**src/rei_defs.vh**
```
// constants for the reset and external interrupt response block
`ifndef REI_DEFS_VH
`define REI_DEFS_VH

// ****************************************
// widths of the pin groups
// ****************************************
`define REI_NUM_INT 4
`define REI_SEL_W 2
`define REI_INUM_W 4
`define REI_DMA_W 4
`define REI_MEM_W 70
`define REI_HOST_W 16
`define REI_SER_W 10

// ****************************************
// interrupt numbering
// ****************************************
// the first external input is reported as this number
`define REI_INUM_BASE 4'h4
`define REI_INUM_IDLE 4'h0

// ****************************************
// timing counts in cpu clock cycles
// ****************************************
`define REI_RESP_MAX 2
`define REI_ACK_LAT 9
`define REI_FETCH_LAT 11
`define REI_HIGH_EXTRA 2
// cycles spent between pin edge and first wait cycle
`define REI_SYNC_DLY 4
`define REI_CNT_W 4

// ****************************************
// sequencer states
// ****************************************
`define REI_ST_IDLE 2'h0
`define REI_ST_WAIT 2'h1
`define REI_ST_ACK 2'h2

`endif

```
**src/rei_core.v**
```verilog
// reset output states and external interrupt acknowledge sequencing
`timescale 1ns/1ps
`include "rei_defs.vh"

// How it works
// reset pin change answered within two cycles
// derived clocks stop in reset, restart after
// low group driven low during reset
// host ready and interrupt driven high
// bus, host data, serial pins released
// source holds interrupt levels two cycles
// interrupt inputs pass a two-flop synchroniser
// acknowledge rises at least nine cycles later
// service fetch starts at least eleven later
// recognised in high half adds two cycles
// acknowledge and number change on falling edges
// reset source holds reset ten cycles minimum
// number output gives acknowledged index plus four, in binary

module rei_core (
	input wire clk,
	input wire rst,
	input wire resetInN,
	input wire [`REI_NUM_INT-1:0] externalInterruptIn,
	input wire [`REI_DMA_W-1:0] dmaFlagsIn,
	input wire powerDownIn,
	input wire timer0In,
	input wire timer1In,
	input wire hostReadyIn,
	input wire hostInterruptIn,
	input wire [`REI_MEM_W-1:0] memBusIn,
	input wire memBusEnIn,
	input wire [`REI_HOST_W-1:0] hostDataIn,
	input wire hostDataEnIn,
	input wire [`REI_SER_W-1:0] serialPinsIn,
	input wire [`REI_SER_W-1:0] serialPinsEnIn,
	output reg halfRateClockOut,
	output reg sdramClockOut,
	output reg sbsramClockOut,
	output reg interruptAckOut,
	output reg [`REI_INUM_W-1:0] interruptNumberOut,
	output reg serviceFetchOut,
	output reg [`REI_DMA_W-1:0] dmaChannelFlagsOut,
	output reg powerDownOut,
	output reg timer0Out,
	output reg timer1Out,
	output reg hostReadyOut,
	output reg hostInterruptOut,
	output reg [`REI_MEM_W-1:0] memBusOut,
	output reg memBusOe,
	output reg [`REI_HOST_W-1:0] hostDataOut,
	output reg hostDataOe,
	output reg [`REI_SER_W-1:0] serialPinsOut,
	output reg [`REI_SER_W-1:0] serialPinsOe
);

	// ****************************************
	// reset pin capture
	// ****************************************
	reg inReset_ff;

	// rst only covers power-up; the pin is a plain level sampled here
	// one flop of capture, outputs follow on the next edge
	always @(posedge clk or posedge rst) begin
		if (rst) begin
			inReset_ff <= 1'b1;
		end else begin
			inReset_ff <= ~resetInN;
		end
	end

	// ****************************************
	// derived clock outputs
	// ****************************************
	// all three run from one divider so they stay in phase
	// the divider restarts from low, so the first edge out of reset rises
	always @(posedge clk or posedge rst) begin
		if (rst) begin
			halfRateClockOut <= 1'b0;
			sdramClockOut <= 1'b0;
			sbsramClockOut <= 1'b0;
		end else if (inReset_ff) begin
			halfRateClockOut <= 1'b0;
			sdramClockOut <= 1'b0;
			sbsramClockOut <= 1'b0;
		end else begin
			halfRateClockOut <= ~halfRateClockOut;
			sdramClockOut <= ~halfRateClockOut;
			sbsramClockOut <= ~halfRateClockOut;
		end
	end

	// next edge is a falling edge of the half-rate clock
	// acknowledge moves only where this is high, which aligns it to falling edges
	wire fallNext;
	assign fallNext = halfRateClockOut;

	// ****************************************
	// output groups under reset
	// ****************************************
	// every group moves on the edge after the pin level is captured
	// low group: forced low in reset, else follows the core
	always @(posedge clk or posedge rst) begin
		if (rst) begin
			dmaChannelFlagsOut <= {`REI_DMA_W{1'b0}};
			powerDownOut <= 1'b0;
			timer0Out <= 1'b0;
			timer1Out <= 1'b0;
		end else if (inReset_ff) begin
			dmaChannelFlagsOut <= {`REI_DMA_W{1'b0}};
			powerDownOut <= 1'b0;
			timer0Out <= 1'b0;
			timer1Out <= 1'b0;
		end else begin
			dmaChannelFlagsOut <= dmaFlagsIn;
			powerDownOut <= powerDownIn;
			timer0Out <= timer0In;
			timer1Out <= timer1In;
		end
	end

	// high group: forced high in reset
	always @(posedge clk or posedge rst) begin
		if (rst) begin
			hostReadyOut <= 1'b1;
			hostInterruptOut <= 1'b1;
		end else if (inReset_ff) begin
			hostReadyOut <= 1'b1;
			hostInterruptOut <= 1'b1;
		end else begin
			hostReadyOut <= hostReadyIn;
			hostInterruptOut <= hostInterruptIn;
		end
	end

	// z group: enables dropped in reset, data held at zero
	// parking the data keeps a later enable from showing stale values
	always @(posedge clk or posedge rst) begin
		if (rst) begin
			memBusOut <= {`REI_MEM_W{1'b0}};
			memBusOe <= 1'b0;
			hostDataOut <= {`REI_HOST_W{1'b0}};
			hostDataOe <= 1'b0;
			serialPinsOut <= {`REI_SER_W{1'b0}};
			serialPinsOe <= {`REI_SER_W{1'b0}};
		end else if (inReset_ff) begin
			memBusOut <= {`REI_MEM_W{1'b0}};
			memBusOe <= 1'b0;
			hostDataOut <= {`REI_HOST_W{1'b0}};
			hostDataOe <= 1'b0;
			serialPinsOut <= {`REI_SER_W{1'b0}};
			serialPinsOe <= {`REI_SER_W{1'b0}};
		end else begin
			memBusOut <= memBusIn;
			memBusOe <= memBusEnIn;
			hostDataOut <= hostDataIn;
			hostDataOe <= hostDataEnIn;
			serialPinsOut <= serialPinsIn;
			serialPinsOe <= serialPinsEnIn;
		end
	end

	// ****************************************
	// sequencer state codes
	// ****************************************
	localparam [1:0] ST_IDLE = `REI_ST_IDLE;
	localparam [1:0] ST_WAIT = `REI_ST_WAIT;
	localparam [1:0] ST_ACK = `REI_ST_ACK;

	// ****************************************
	// interrupt synchronisers and pending flags
	// ****************************************
	reg [`REI_NUM_INT-1:0] syncA_ff;
	reg [`REI_NUM_INT-1:0] syncB_ff;
	reg [`REI_NUM_INT-1:0] syncC_ff;
	reg [`REI_NUM_INT-1:0] pend_ff;
	wire [`REI_NUM_INT-1:0] rise;
	wire [`REI_NUM_INT-1:0] clrPend;
	reg [1:0] state_ff;
	reg [`REI_SEL_W-1:0] sel_ff;
	reg [`REI_SEL_W-1:0] pick;
	wire anyPend;
	wire take;

	assign anyPend = |pend_ff;
	assign take = (state_ff == ST_IDLE) && anyPend && !inReset_ff;

	genvar gi;
	generate
		for (gi = 0; gi < `REI_NUM_INT; gi = gi + 1) begin : gInt
			// first stage only feeds the second; edge seen after it
			always @(posedge clk or posedge rst) begin
				if (rst) begin
					syncA_ff[gi] <= 1'b0;
					syncB_ff[gi] <= 1'b0;
					syncC_ff[gi] <= 1'b0;
				end else begin
					syncA_ff[gi] <= externalInterruptIn[gi];
					syncB_ff[gi] <= syncA_ff[gi];
					syncC_ff[gi] <= syncB_ff[gi];
				end
			end
			// third stage keeps the last level, so one edge gives one pulse
			assign rise[gi] = syncB_ff[gi] & ~syncC_ff[gi];
			assign clrPend[gi] = take && (pick == gi);
			// a new edge in the clearing cycle keeps the flag set
			always @(posedge clk or posedge rst) begin
				if (rst) begin
					pend_ff[gi] <= 1'b0;
				end else if (inReset_ff) begin
					pend_ff[gi] <= 1'b0;
				end else begin
					pend_ff[gi] <= rise[gi] | (pend_ff[gi] & ~clrPend[gi]);
				end
			end
		end
	endgenerate

	// lowest index wins among pending inputs
	// a pin that loses stays pending and is served after the current one
	integer k;
	always @* begin
		pick = {`REI_SEL_W{1'b0}};
		for (k = `REI_NUM_INT - 1; k >= 0; k = k - 1) begin
			if (pend_ff[k]) begin
				pick = k[`REI_SEL_W-1:0];
			end
		end
	end

	// ****************************************
	// acknowledge sequencer
	// ****************************************
	// cnt_ff holds the wait cycles left before edge alignment
	reg [`REI_CNT_W-1:0] cnt_ff;
	wire [`REI_CNT_W-1:0] baseLoad;
	wire [`REI_CNT_W-1:0] extraLoad;

	// wait counts worked out at full width, then cut to the counter
	localparam integer BASE_WAIT = `REI_ACK_LAT - `REI_SYNC_DLY;
	localparam integer EXTRA_WAIT = `REI_HIGH_EXTRA;

	// synchroniser and pending flag already spend part of the latency
	assign baseLoad = BASE_WAIT[`REI_CNT_W-1:0];
	assign extraLoad = EXTRA_WAIT[`REI_CNT_W-1:0];

	// wait, then raise acknowledge on a falling half-rate edge
	always @(posedge clk or posedge rst) begin
		if (rst) begin
			state_ff <= ST_IDLE;
			cnt_ff <= {`REI_CNT_W{1'b0}};
			sel_ff <= {`REI_SEL_W{1'b0}};
			interruptAckOut <= 1'b0;
			interruptNumberOut <= `REI_INUM_IDLE;
			serviceFetchOut <= 1'b0;
		end else if (inReset_ff) begin
			// a pin reset in mid-sequence drops the request in flight
			state_ff <= ST_IDLE;
			cnt_ff <= {`REI_CNT_W{1'b0}};
			interruptAckOut <= 1'b0;
			interruptNumberOut <= `REI_INUM_IDLE;
			serviceFetchOut <= 1'b0;
		end else begin
			serviceFetchOut <= 1'b0;
			case (state_ff)
				ST_IDLE: begin
					if (take) begin
						sel_ff <= pick;
						// high half of the half-rate clock costs two more
						if (halfRateClockOut) begin
							cnt_ff <= baseLoad + extraLoad;
						end else begin
							cnt_ff <= baseLoad;
						end
						state_ff <= ST_WAIT;
					end
				end
				ST_WAIT: begin
					// count out the wait, then hold for a falling half-rate edge
					if (cnt_ff != {`REI_CNT_W{1'b0}}) begin
						cnt_ff <= cnt_ff - 1'b1;
					end else if (fallNext) begin
						interruptAckOut <= 1'b1;
						interruptNumberOut <= `REI_INUM_BASE + {2'b00, sel_ff};
						state_ff <= ST_ACK;
					end
				end
				ST_ACK: begin
					// acknowledge lasts one half-rate period
					if (fallNext) begin
						interruptAckOut <= 1'b0;
						interruptNumberOut <= `REI_INUM_IDLE;
						// fetch pulse marks the start of the service fetch
						serviceFetchOut <= 1'b1;
						state_ff <= ST_IDLE;
					end
				end
				default: begin
					state_ff <= ST_IDLE;
				end
			endcase
		end
	end

endmodule

```
**config.mk**
```make
export PLATFORM = sky130hd
export DESIGN_NAME = rei_core
export DESIGN_NICKNAME = d
export VERILOG_FILES = /design/src/rei_core.v
export VERILOG_INCLUDE_DIRS = /design/src /design/src/src
export SDC_FILE = /design/constraint.sdc
export NUM_CORES = 1
export LEC_CHECK = 0
export ABC_AREA = 1
export BUFFER_PORTS_ARGS = -buffer_cell sky130_fd_sc_hd__buf_4
export CORE_MARGIN = 2
export CORE_UTILIZATION = 40
export CTS_CLUSTER_SIZE = 30
export DETAILED_ROUTE_END_ITERATION = 12
export HOLD_SLACK_MARGIN = 0.03
export MAX_ROUTING_LAYER = met4
export PLACE_DENSITY = 0.72
export SETUP_SLACK_MARGIN = 0.3
export SLEW_MARGIN = 25
export SYNTH_ARGS = -nofsm -noshare
export SYNTH_HDL_FRONTEND = slang
export SYNTH_SLANG_ARGS = --single-unit
```
**constraint.sdc**
```tcl
create_clock -name clk -period 6.05 [get_ports clk]
set_clock_uncertainty 0.05 [all_clocks]
set_input_delay 1.815 -clock clk [delete_from_list [all_inputs] [get_ports clk]]
set_output_delay 1.815 -clock clk [all_outputs]
set_load 0.02 [all_outputs]
```
Word level (Yosys, flattened, before mapping)
Index checks and enable logic that the tools add are counted.
- register bits: 149
- output and inout port bits: 126
- logic and storage cells: 133
- add/sub/neg operators: 2
- eq/ne operators: 10
- muxes and demuxes: 45
- bitwise gates (word level): 23
- reduce and logical (&&, ||, !) cells: 17
- operator list (kind ; count):
    $mux W70 ; 1
    $mux W4 ; 8
    $mux W10 ; 2
    $mux W2 ; 10
    $mux W1 ; 19
    $mux W16 ; 1
    $pmux W4 S2 ; 2
    $ne A3 B3 Y1 const B ; 5
    $not A1 Y1 ; 11
    $and A1 B1 Y1 ; 8
    $reduce_and A4 Y1 ; 2
    $eq A2 B2 Y1 const B ; 3
    $logic_and A1 B1 Y1 ; 6
    $pmux W2 S3 ; 1
    $reduce_and A3 Y1 ; 2
    $reduce_bool A3 Y1 ; 2
    $add A3 B2 Y4 const A ; 1
    $eq A2 B1 Y1 const B ; 2
    $logic_not A2 Y1 ; 2
    $or A1 B1 Y1 ; 4
    $reduce_bool A4 Y1 ; 1
    $reduce_or A4 Y1 ; 1
    $sub A4 B1 Y4 const B ; 1
    $pmux W1 S2 ; 1
    $logic_not A1 Y1 ; 1

Longest topological paths before layout
Gate-level depths: netlist of run 1.
- word-level depth: 10
- mapped depth: 8
- mapped depth without buffers: 8

Worst setup path before layout of run 1
No wires, ideal clock.
- path type: flip-flop to output port
- start point: reg sbsramClockOut
- end point: out sbsramClockOut
- arrival: 0.684 ns
- required time: 4.185 ns
- path slack: 3.501 ns
- cell stages (with the launch flop): 2
- buffers on the path: 1
- path through: dfrtp_1 buf_4
- RTL lines (what ; line ; text):
    start: declaration ; rei_core.v:39 ; output reg sbsramClockOut,
    start signal: assignment ; rei_core.v:89 ; sbsramClockOut <= ~halfRateClockOut;
No word-level cell between the ends.

Worst setup path after layout of run 1
- start point: reg hostInterruptOut
- end point: out hostInterruptOut
- RTL lines (what ; line ; text):
    start: declaration ; rei_core.v:48 ; output reg hostInterruptOut,
    start signal: assignment ; rei_core.v:132 ; hostInterruptOut <= hostInterruptIn;
No word-level cell between the ends.

==> metrics.cfg, run 1 <==
[outcome]
status=finished, final reports clean

[place]
portBuffers=248
place_congestion=0.825
postPlaceCellArea_mm2=0.00712
place_hpwl_mm=8.50

[worst_setup_path]
worstSetupPathType=reg -> out
endpoint_kind=primary output
worstPathCellList=buf_4
cp_slowest_stage_delay_ps=520
critical_path.slowest_cell=dfstp_2
crit_required_ps=4180
cp_max_fo=1
path_buf_inv=1
setup.worst_path.start_class=flop
critPathArrivalTime_ps=1050
cpLargestDelayFamily=flip-flops

[timing]
fin_crit_ps=2920
slew_headroom_pct=49.0
worstMarginPinSlew_ps=765
tns_ps=0
hold_violations=0
period_share_pct=48.2
rsz0062_at_grt=no
setup_violations=0
slew_viol_final=0
fmax_mhz=343

[synthesis]
ys_warn_count=0
synth.top_cells.by_count=dfrtp_1 (144), inv_1 (132), nor2_1 (121), nand2_1 (36), buf_2 (10)
yosysTopAreaCell=dfrtp_1
synth_edf_count=0
yosys_most_used_dff=dfrtp_1
synthMuxAreaShare_pct=0
synth-compound-area-share_pct=1.81
synthTopCellsByArea=dfrtp_1 (70%), inv_1 (9.7%), nor2_1 (8.9%)
synth_cell_type_count=25
synth_top_family_by_area=simple AND/OR/NAND/NOR gates
yosysMostFrequentCell=dfrtp_1
synthXorXnorAreaFrac_pct=0.171
syn_area_per_cell_um2=10.4
synth_top_area_share_pct=70.5
synthCells=493
yosysSeqAreaShare_pct=72.0
synthesis.nets=618
synthSimpleGateAreaFrac_pct=13.8
synth-adder-area-share_pct=0.245
ys_seq_elements=147
synthArstFlopShare_pct=100
synth_area_mm2=0.00511

[final_layout]
nNetsFinal=869
area_growth_pct=50.3
final_util_pct=61.1
nFillCells=1059
fin_area_mm2=0.00768
diodes=0
layout-drive-gt1-share_pct=39.1

[die]
die_x_um=117
rows=41
pin_count=250
fp.coreArea_mm2=0.0126
dieHeight_um=117
die_area_mm2=0.0137
start_util_pct=40.7

[detailed_routing]
route.vias.total=3913
drtAntennaViolNets=0
vias_per_cell=4.21
drc=0
wl_mm=11.7
drtPass1Iterations=4
drt_iter0_drc=204
wl_per_cell_um=12.6

[cts]
cts_made_buffers=17
cts.sink_count=147
post-cts-setup-buffer-count=0
cts_root_buffer=clkbuf_16
holdBufCountCts=0
cts_tree=done
cts_buffer_depth=2
clock_latency_ps=410
clkTransAtPathRegs_ps=60
cts_resized=0
cts_max_level=4

[pwr]
power.total_uw=2500
power_leakage_uw=0.00448
powerDensity_mw_per_mm2=325
ir_drop_v=0.000147

[global_route]
overflow=0
grt_max_degree=148
antenna_found_initial=0
grt_pass1_vias=3988
grt_first_pass_wirelength_mm=18.0
grtUsageTotal_pct=18.0

[min_path]
hold_path_class=reg -> reg

[flow_run]
cap_violations=0

## metrics by stage
step | std cells | hold WS, ps | setup slack, ps
after global placement | 897 | 282 | 3400
after global routing | 929 | 312 | 3090
after detailed placement | 897 | 285 | 3370
after CTS | 929 | 299 | 3100
final | 929 | 297 | 3130
after floorplan | 493 | 281 | 2340
## state kept, by name, indices dropped and copies added, names as in the netlist, 2 cells and up
name / flops
state_ff: 2
memBusOut: 70
syncA_ff: 4
serialPinsOe: 10
serialPinsOut: 10
syncC_ff: 4
sel_ff: 2
dmaChannelFlagsOut: 4
pend_ff: 4
syncB_ff: 4
cnt_ff: 4
hostDataOut: 16
interruptNumberOut: 3
## report_power, final
| group | switching (uW) | total, uW | internal [uW] |
|---|---|---|---|
| combinational | 231 | 405 | 174 |
| sequential | 46.4 | 1110 | 1060 |
| clock | 378 | 990 | 612 |
| total | 655 | 2500 | 1850 |
## final cells by class
cell class                 count  area (um2)  area share (%)
sequential                   147        3690            48.0
multi-input combinational    194         822            10.7
clock buffer                  21         450            5.86
tap                          172         215            2.80
timing repair buffer         250        1890            24.6
clock inverter                11         113            1.47
inverter                     134         509            6.63
## layer usage
layer	vias to the layer above	share of wire (%)	global-route usage (%)
met1	1843	39	20.0
met5	-	0	-
met4	0	2.7	8.63
met2	167	50	28.8
li1	1874	-	-
met3	29	8.3	6.90
## cell usage in the layout, fill, tap and decap left out
master,count
nor2_2,1
o21ai_0,5
bufinv_16,2
inv_2,1
ha_1,1
nand2_2,6
a21oi_1,4
nor2_4,1
nand2_1,36
dfstp_4,1
dfrtp_1,144
nor2_1,121
o211ai_1,2
xor2_1,1
o21ai_1,5
buf_4,249
buf_12,1
clkinvlp_4,4
inv_1,131
nand3_4,1
dfstp_2,2
conb_1,1
or2_2,2
inv_4,1
nand3_1,6
clkinv_2,6
clkbuf_8,1
o21bai_1,1
clkbuf_16,17
clkbuf_1,3
## cell families after synthesis
logic type | after synthesis
XOR/XNOR | 1
AO/OA/AOI/OAI | 17
flip-flops | 147
buffers and inverters | 152
other | 1
adder cells (fa/ha/maj) | 1
AND/OR/NAND/NOR | 174
## worst paths after layout
path	from	end	slack, ps	cells past startpoint
setup / recovery	hostInterruptOut	hostInterruptOut	3130	1
hold / removal	syncA_ff[2]	syncB_ff[2]	300	0
setup reg to reg	inReset_ff	cnt_ff[1]	3570	8
hold reg to reg	syncA_ff[2]	syncB_ff[2]	300	0
max in group asynchronous	rst	memBusOut[45]	3820	3
min in group asynchronous	rst	memBusOe	1560	3
No activity file was read; power rests on OpenSTA's default activity.
==> inputs of run 2 (changes only) <==
--- a/config.mk
+++ b/config.mk
@@ -6,7 +6,7 @@
 export SDC_FILE = /design/constraint.sdc
 export NUM_CORES = 1
 export LEC_CHECK = 0
-export ABC_AREA = 1
+export ABC_AREA = 0
 export BUFFER_PORTS_ARGS = -buffer_cell sky130_fd_sc_hd__buf_4
 export CORE_MARGIN = 2
 export CORE_UTILIZATION = 40
@@ -14,7 +14,7 @@
 export DETAILED_ROUTE_END_ITERATION = 12
 export HOLD_SLACK_MARGIN = 0.03
 export MAX_ROUTING_LAYER = met4
-export PLACE_DENSITY = 0.72
+export PLACE_DENSITY = 0.73
 export SETUP_SLACK_MARGIN = 0.3
 export SLEW_MARGIN = 25
 export SYNTH_ARGS = -nofsm -noshare
==> constraint.sdc (replaced) <==
create_clock -name clk -period 2.68 [get_ports clk]
set_clock_uncertainty 0.05 [all_clocks]
set_input_delay 0.804 -clock clk [delete_from_list [all_inputs] [get_ports clk]]
set_output_delay 0.804 -clock clk [all_outputs]
set_load 0.02 [all_outputs]
==> run 2 against run 1 <==
Effect of this change:
- final area decreased by 1.9%
- synthesized cell count decreased by 28%
- sequential cell count unchanged
- critical path depth unchanged
- first-iteration DRC count down 22%
- utilization increased by 1.6 points
- sequential power is 120% higher
- register-to-register slack got worse by 2800 ps
- count of clock-buffer cells in the layout up 3
- largest power group unchanged
- combinational power up 70%
- critical path type unchanged
- worst setup slack worse by 2400 ps
==> metrics.cfg, run 2 <==
[outcome]
status=finished, final reports clean

[pwr]
pwr-share-comb_pct=12.6
swShare_pct=23.4
power_leakage_uw=0.00385
powerDensity_mw_per_mm2=725
p_switching_uw=1280
power.total_uw=5470
pwr-share-seq_pct=44.5
ir_drop_v=0.000402
clkPwrFrac_pct=42.9
p_int_uw=4190

[global_route]
antenna_found_initial=0
grt_max_degree=54
grt_first_pass_wirelength_mm=17.6
overflow=0
grtUsageTotal_pct=18.6
grt_pass1_vias=3617

[synthesis]
yosysTopAreaCell=dfrtp_1
synthesis.nets=478
ys_seq_elements=147
yosysSeqAreaShare_pct=74.8
syn_area_per_cell_um2=13.9
yosys_most_used_dff=dfrtp_1
synth_top_area_share_pct=73.2
synthTopCellsByArea=dfrtp_1 (73%), nor2b_1 (15%), dfstp_2 (1.6%)
synthCells=353
synth_edf_count=0
synth_cell_type_count=34
yosysMostFrequentCell=dfrtp_1
ys_warn_count=0
synth_area_mm2=0.00492
synth.top_cells.by_count=dfrtp_1 (144), nor2b_1 (119), clkbuf_1 (14), nor2_1 (12), inv_1 (8)
synthArstFlopShare_pct=100

[cts]
clkTransAtPathRegs_ps=60
cts_buffer_depth=2
cts_made_buffers=17
holdBufCountCts=0
cts_tree=done
post-cts-setup-buffer-count=0
clock_latency_ps=410
cts_max_level=4
cts.sink_count=147
cts_root_buffer=clkbuf_16
cts_resized=0

[flow_run]
cap_violations=0

[final_layout]
largest_register_ffs=70
diodes=0
mostFrequentLayoutCells=buf_4 (251), dfrtp_1 (144), nor2b_1 (119)
area_growth_pct=53.2
nNetsFinal=730
fin_area_mm2=0.00754
layout-drive-gt1-share_pct=47.1
top_regs=memBusOut: 70 flops, hostDataOut: 16 flops
regMostFlops=memBusOut
final_common_cell=buf_4

[timing]
worstMarginPinSlew_ps=622
slew_viol_final=0
slew_headroom_pct=57.9
fmax_mhz=516
setup_slack_ps=741
rsz0062_at_grt=no
hold_violations=0
setup_violations=0
fin_crit_ps=1940
period_share_pct=72.4

[detailed_routing]
drc=0
wl_mm=11.6
wl_per_cell_um=15.1
drtPass1Iterations=4
route.vias.total=3508
vias_per_cell=4.59
drt_iter0_drc=160
drtAntennaViolNets=0

[place]
place_hpwl_mm=8.39
postPlaceCellArea_mm2=0.00694
portBuffers=248
place_congestion=0.754
pre_cts_ws_ps=788

[die]
pin_count=250
die_area_mm2=0.0132
start_util_pct=41.0
dieHeight_um=115
rows=40
die_x_um=115
fp.coreArea_mm2=0.0120

[worst_setup_path]
crit_start=sbsramClockOut
path_buf_inv=1
critical_path.slowest_cell=dfrtp_1
timing.rr.start=cnt_ff[0]
critPathArrivalTime_ps=1090
worstSetupPathType=reg -> out
cp_max_fo=7
endpoint_kind=primary output
crit_required_ps=1830
setup.worst_path.start_class=flop
cpLargestDelayFamily=flip-flops
worstPathCellList=buf_4
cp_slowest_stage_delay_ps=480
rrSetupSlack_ps=790

[min_path]
hold_path_class=reg -> reg
worstHoldStart=syncA_ff[2]

[run 2: cell types whose count changed after synthesis, sizes merged, moves of 6 or more]
cell and delta:
buf -10, nor2 -111, inv -126, nand2 -38
nor2b +119, o21ai -6, clkbuf +12
[run 2: metal layers]
metal	vias up	track usage (%)	routed length, um
met5	-	-	0
met4	0	10.4	401
met3	34	5.59	746
met2	166	29.9	6090
met1	1701	20.7	4320
li1	1607	-	-
[run 2: cell families (layout without fill, tap and decap cells)]
group,Yosys count,count (layout),share of synthesized area (%)
simple gates,154,154,19.0
compound gates,22,22,3.20
buf+inv,28,293,2.62
other cells,1,1,0.0762
fa+ha+maj,1,1,0.254
flops,147,147,74.8
[run 2: cell type report]
type,instances,area (um2)
clock buffers,24,502
repair buffers,253,1920
clock inverters,8,98.8
multi-input cells,178,1110
flip-flops and latches,147,3690
inverters,8,33.8
fillers,960,4470
well taps,147,184
[run 2: worst paths after layout]
kind                                         end  depth (start not counted)
setup reg to reg           interruptNumberOut[0]                          6
hold / removal                       syncB_ff[2]                          0
min in group asynchronous          memBusOut[50]                          2
max in group asynchronous       hostInterruptOut                          3
hold reg to reg                      syncB_ff[2]                          0
setup / recovery                halfRateClockOut                          1
[run 2: per-stage QoR]
stage / util (%) / setup TNS, ps / hold slack (ps) / instances
after detailed placement: 57.8 / 0 / 285 / 733
after global placement: 57.8 / 0 / 282 / 733
final: 62.7 / 0 / 295 / 765
after floorplan: - / -2670 / 281 / 353
after global routing: 62.7 / 0 / 303 / 765
after CTS: 62.7 / 0 / 296 / 765
[run 2: power by group through the flow]
stage	combinational, uW	clock [uW]	sequential (uW)
after global placement	677	0	2460
after CTS	699	2400	2430
after floorplan	236	0	2570
final	688	2350	2430
after global routing	747	2510	2450
after detailed placement	695	0	2470
==> inputs of run 3 (changes only) <==
==> constraint.sdc (replaced) <==
create_clock -name clk -period 1.7 [get_ports clk]
set_clock_uncertainty 0.05 [all_clocks]
set_input_delay 0.51 -clock clk [delete_from_list [all_inputs] [get_ports clk]]
set_output_delay 0.51 -clock clk [all_outputs]
set_load 0.02 [all_outputs]
==> run 3 against run 2 <==
Effect of this change:
- combinational power is 110% higher
- first-iteration DRC count is 23% higher
- hold slack worse by 230 ps
- sequential cell count stayed put
- utilization is 6.7 points higher
- global-route usage is 1.6 points higher
- register-to-register slack worse by 670 ps
- worst setup slack worse by 640 ps
- power is 62% higher
- cell count is 2.4% higher
- critical path depth stayed put
- critical endpoint is now hostInterruptOut
- largest cell class unchanged
==> metrics.cfg, run 3 (same netlist as run 2, synthesis figures left out) <==
[worst_setup_path]
path_buf_inv=1
endpoint_kind=primary output
cp_max_fo=1
setup.worst_path.start_class=flop
cp_slowest_stage_delay_ps=520
cpLargestDelayFamily=flip-flops
critical_path.slowest_cell=dfstp_2
worstPathCellList=buf_6
worstSetupPathType=reg -> out
critPathArrivalTime_ps=1040
crit_required_ps=1140

[global_route]
overflow=0
grt_busiest_layer=met2
groute.layer.met1.usage_pct=22.2
use_met2_pct=33.0
grt_max_degree=46
grtUsageTotal_pct=20.2
grt_first_pass_wirelength_mm=19.0
antenna_found_initial=0
grt_pass1_vias=3784
gr-usage-met3_pct=6.59

[final_layout]
mostFrequentLayoutCells=dfrtp_1 (141), buf_4 (137), buf_6 (128)
final_util_pct=69.4
area_growth_pct=69.5
final_common_cell=dfrtp_1
top_regs=memBusOut: 70 flops, hostDataOut: 16 flops
nNetsFinal=749
largest_register_ffs=70
regMostFlops=memBusOut
diodes=0
instances_no_fill=783
nFillCells=849
layout-drive-gt1-share_pct=52.2

[die]
fp.coreArea_mm2=0.0120
start_util_pct=41.0
pin_count=250
die_area_mm2=0.0132
dieHeight_um=115
rows=40
die_x_um=115

[place]
place_hpwl_mm=8.49
portBuffers=248
pre_cts_ws_ps=139
dp_cells=738
place_congestion=0.833

[pwr]
powerDensity_mw_per_mm2=1060
pwr-share-comb_pct=16.2
pwr-share-seq_pct=43.5
power_leakage_uw=0.00412
p_int_uw=6780
p_switching_uw=2070
clkPwrFrac_pct=40.3
swShare_pct=23.4
power.total_uw=8850
ir_drop_v=0.000644

[cts]
cts_tree=done
cts_root_buffer=clkbuf_16
holdBufCountCts=0
cts_max_level=4
cts_made_buffers=17
cts.sink_count=147
clkTransAtPathRegs_ps=50
cts_buffer_depth=2
clock_latency_ps=410

[min_path]
hold_path_class=in -> async

[outcome]
status=finished, final reports clean

[timing]
period_share_pct=94.0
rsz0062_at_grt=yes
setup_slack_ps=102
fin_crit_ps=1600
slew_viol_final=0
setup_violations=0
hold_violations=0
fmax_mhz=626
tns_ps=0

[detailed_routing]
drc=0
drtPass1Iterations=4
drt_iter0_drc=196
vias_per_cell=4.56
wl_mm=12.6
drtAntennaViolNets=0
wl_per_cell_um=16.0
route.vias.total=3571

[flow_run]
cap_violations=0

[run 3: routing by layer]
layer / routed length (um) / vias to the layer above / share of wire, %
met5: 0 / - / 0
met4: 280 / 0 / 2.2
met3: 853 / 25 / 6.8
met2: 6840 / 152 / 54
met1: 4580 / 1752 / 36
li1: - / 1642 / -
[run 3: power groups by stage]
stage | sequential [uW] | clock [uW] | combinational, uW
3_3_place_gp | 3870 | 0 | 1150
6_report | 3850 | 3570 | 1430
2_1_floorplan | 4060 | 0 | 402
4_1_cts | 3840 | 3650 | 1390
5_1_grt | 3870 | 3800 | 1540
3_5_place_dp | 3880 | 0 | 1180
[run 3: final cells by class]
type	count	area, um2	share of cell area (%)
clock inverters	4	45.0	0.540
multi-input cells	178	1230	14.8
clock buffers	27	533	6.39
repair buffers	272	2620	31.4
flip-flops and latches	147	3690	44.2
inverters	8	33.8	0.405
well taps	147	184	2.21
[run 3: path summary, 6_finish.rpt]
| kind | slack (ps) | startpoint | cells after the start | end |
|---|---|---|---|---|
| max | 100 | hostInterruptOut | 1 | hostInterruptOut |
| min | 70 | rst | 2 | memBusOut[11] |
| max reg2reg | 120 | cnt_ff[0] | 6 | cnt_ff[3] |
| min reg2reg | 310 | syncA_ff[3] | 0 | syncB_ff[3] |
| max in group asynchronous | 960 | rst | 3 | memBusOut[40] |
| min in group clk | 150 | externalInterruptIn[2] | 1 | syncA_ff[2] |
[run 3: metrics by stage]
stage / cell area, um2 / hold slack, ps
after global routing: 8340 / 83.8
after CTS: 8270 / 55.5
final: 8340 / 67.4
after floorplan: 4970 / 281
after global placement: 7050 / 282
after detailed placement: 7050 / 291
[run 3: worst reg2reg max path, stage by stage (launching register included)]
cell and delay, ps:
dfrtp_1 370, inv_2 60, ha_4 160, and4bb_2 240, a211oi_2 240, nand3_1 160
a211oi_2 200
[run 3: timing repair]
item / 4_1_cts / 5_1_grt
endpoints found under the setup margin: 244 / 187
cloned: 1 / 0
resized for setup: 145 / 11
setup buffers: 9 / 4
pin swaps: 10 / 12
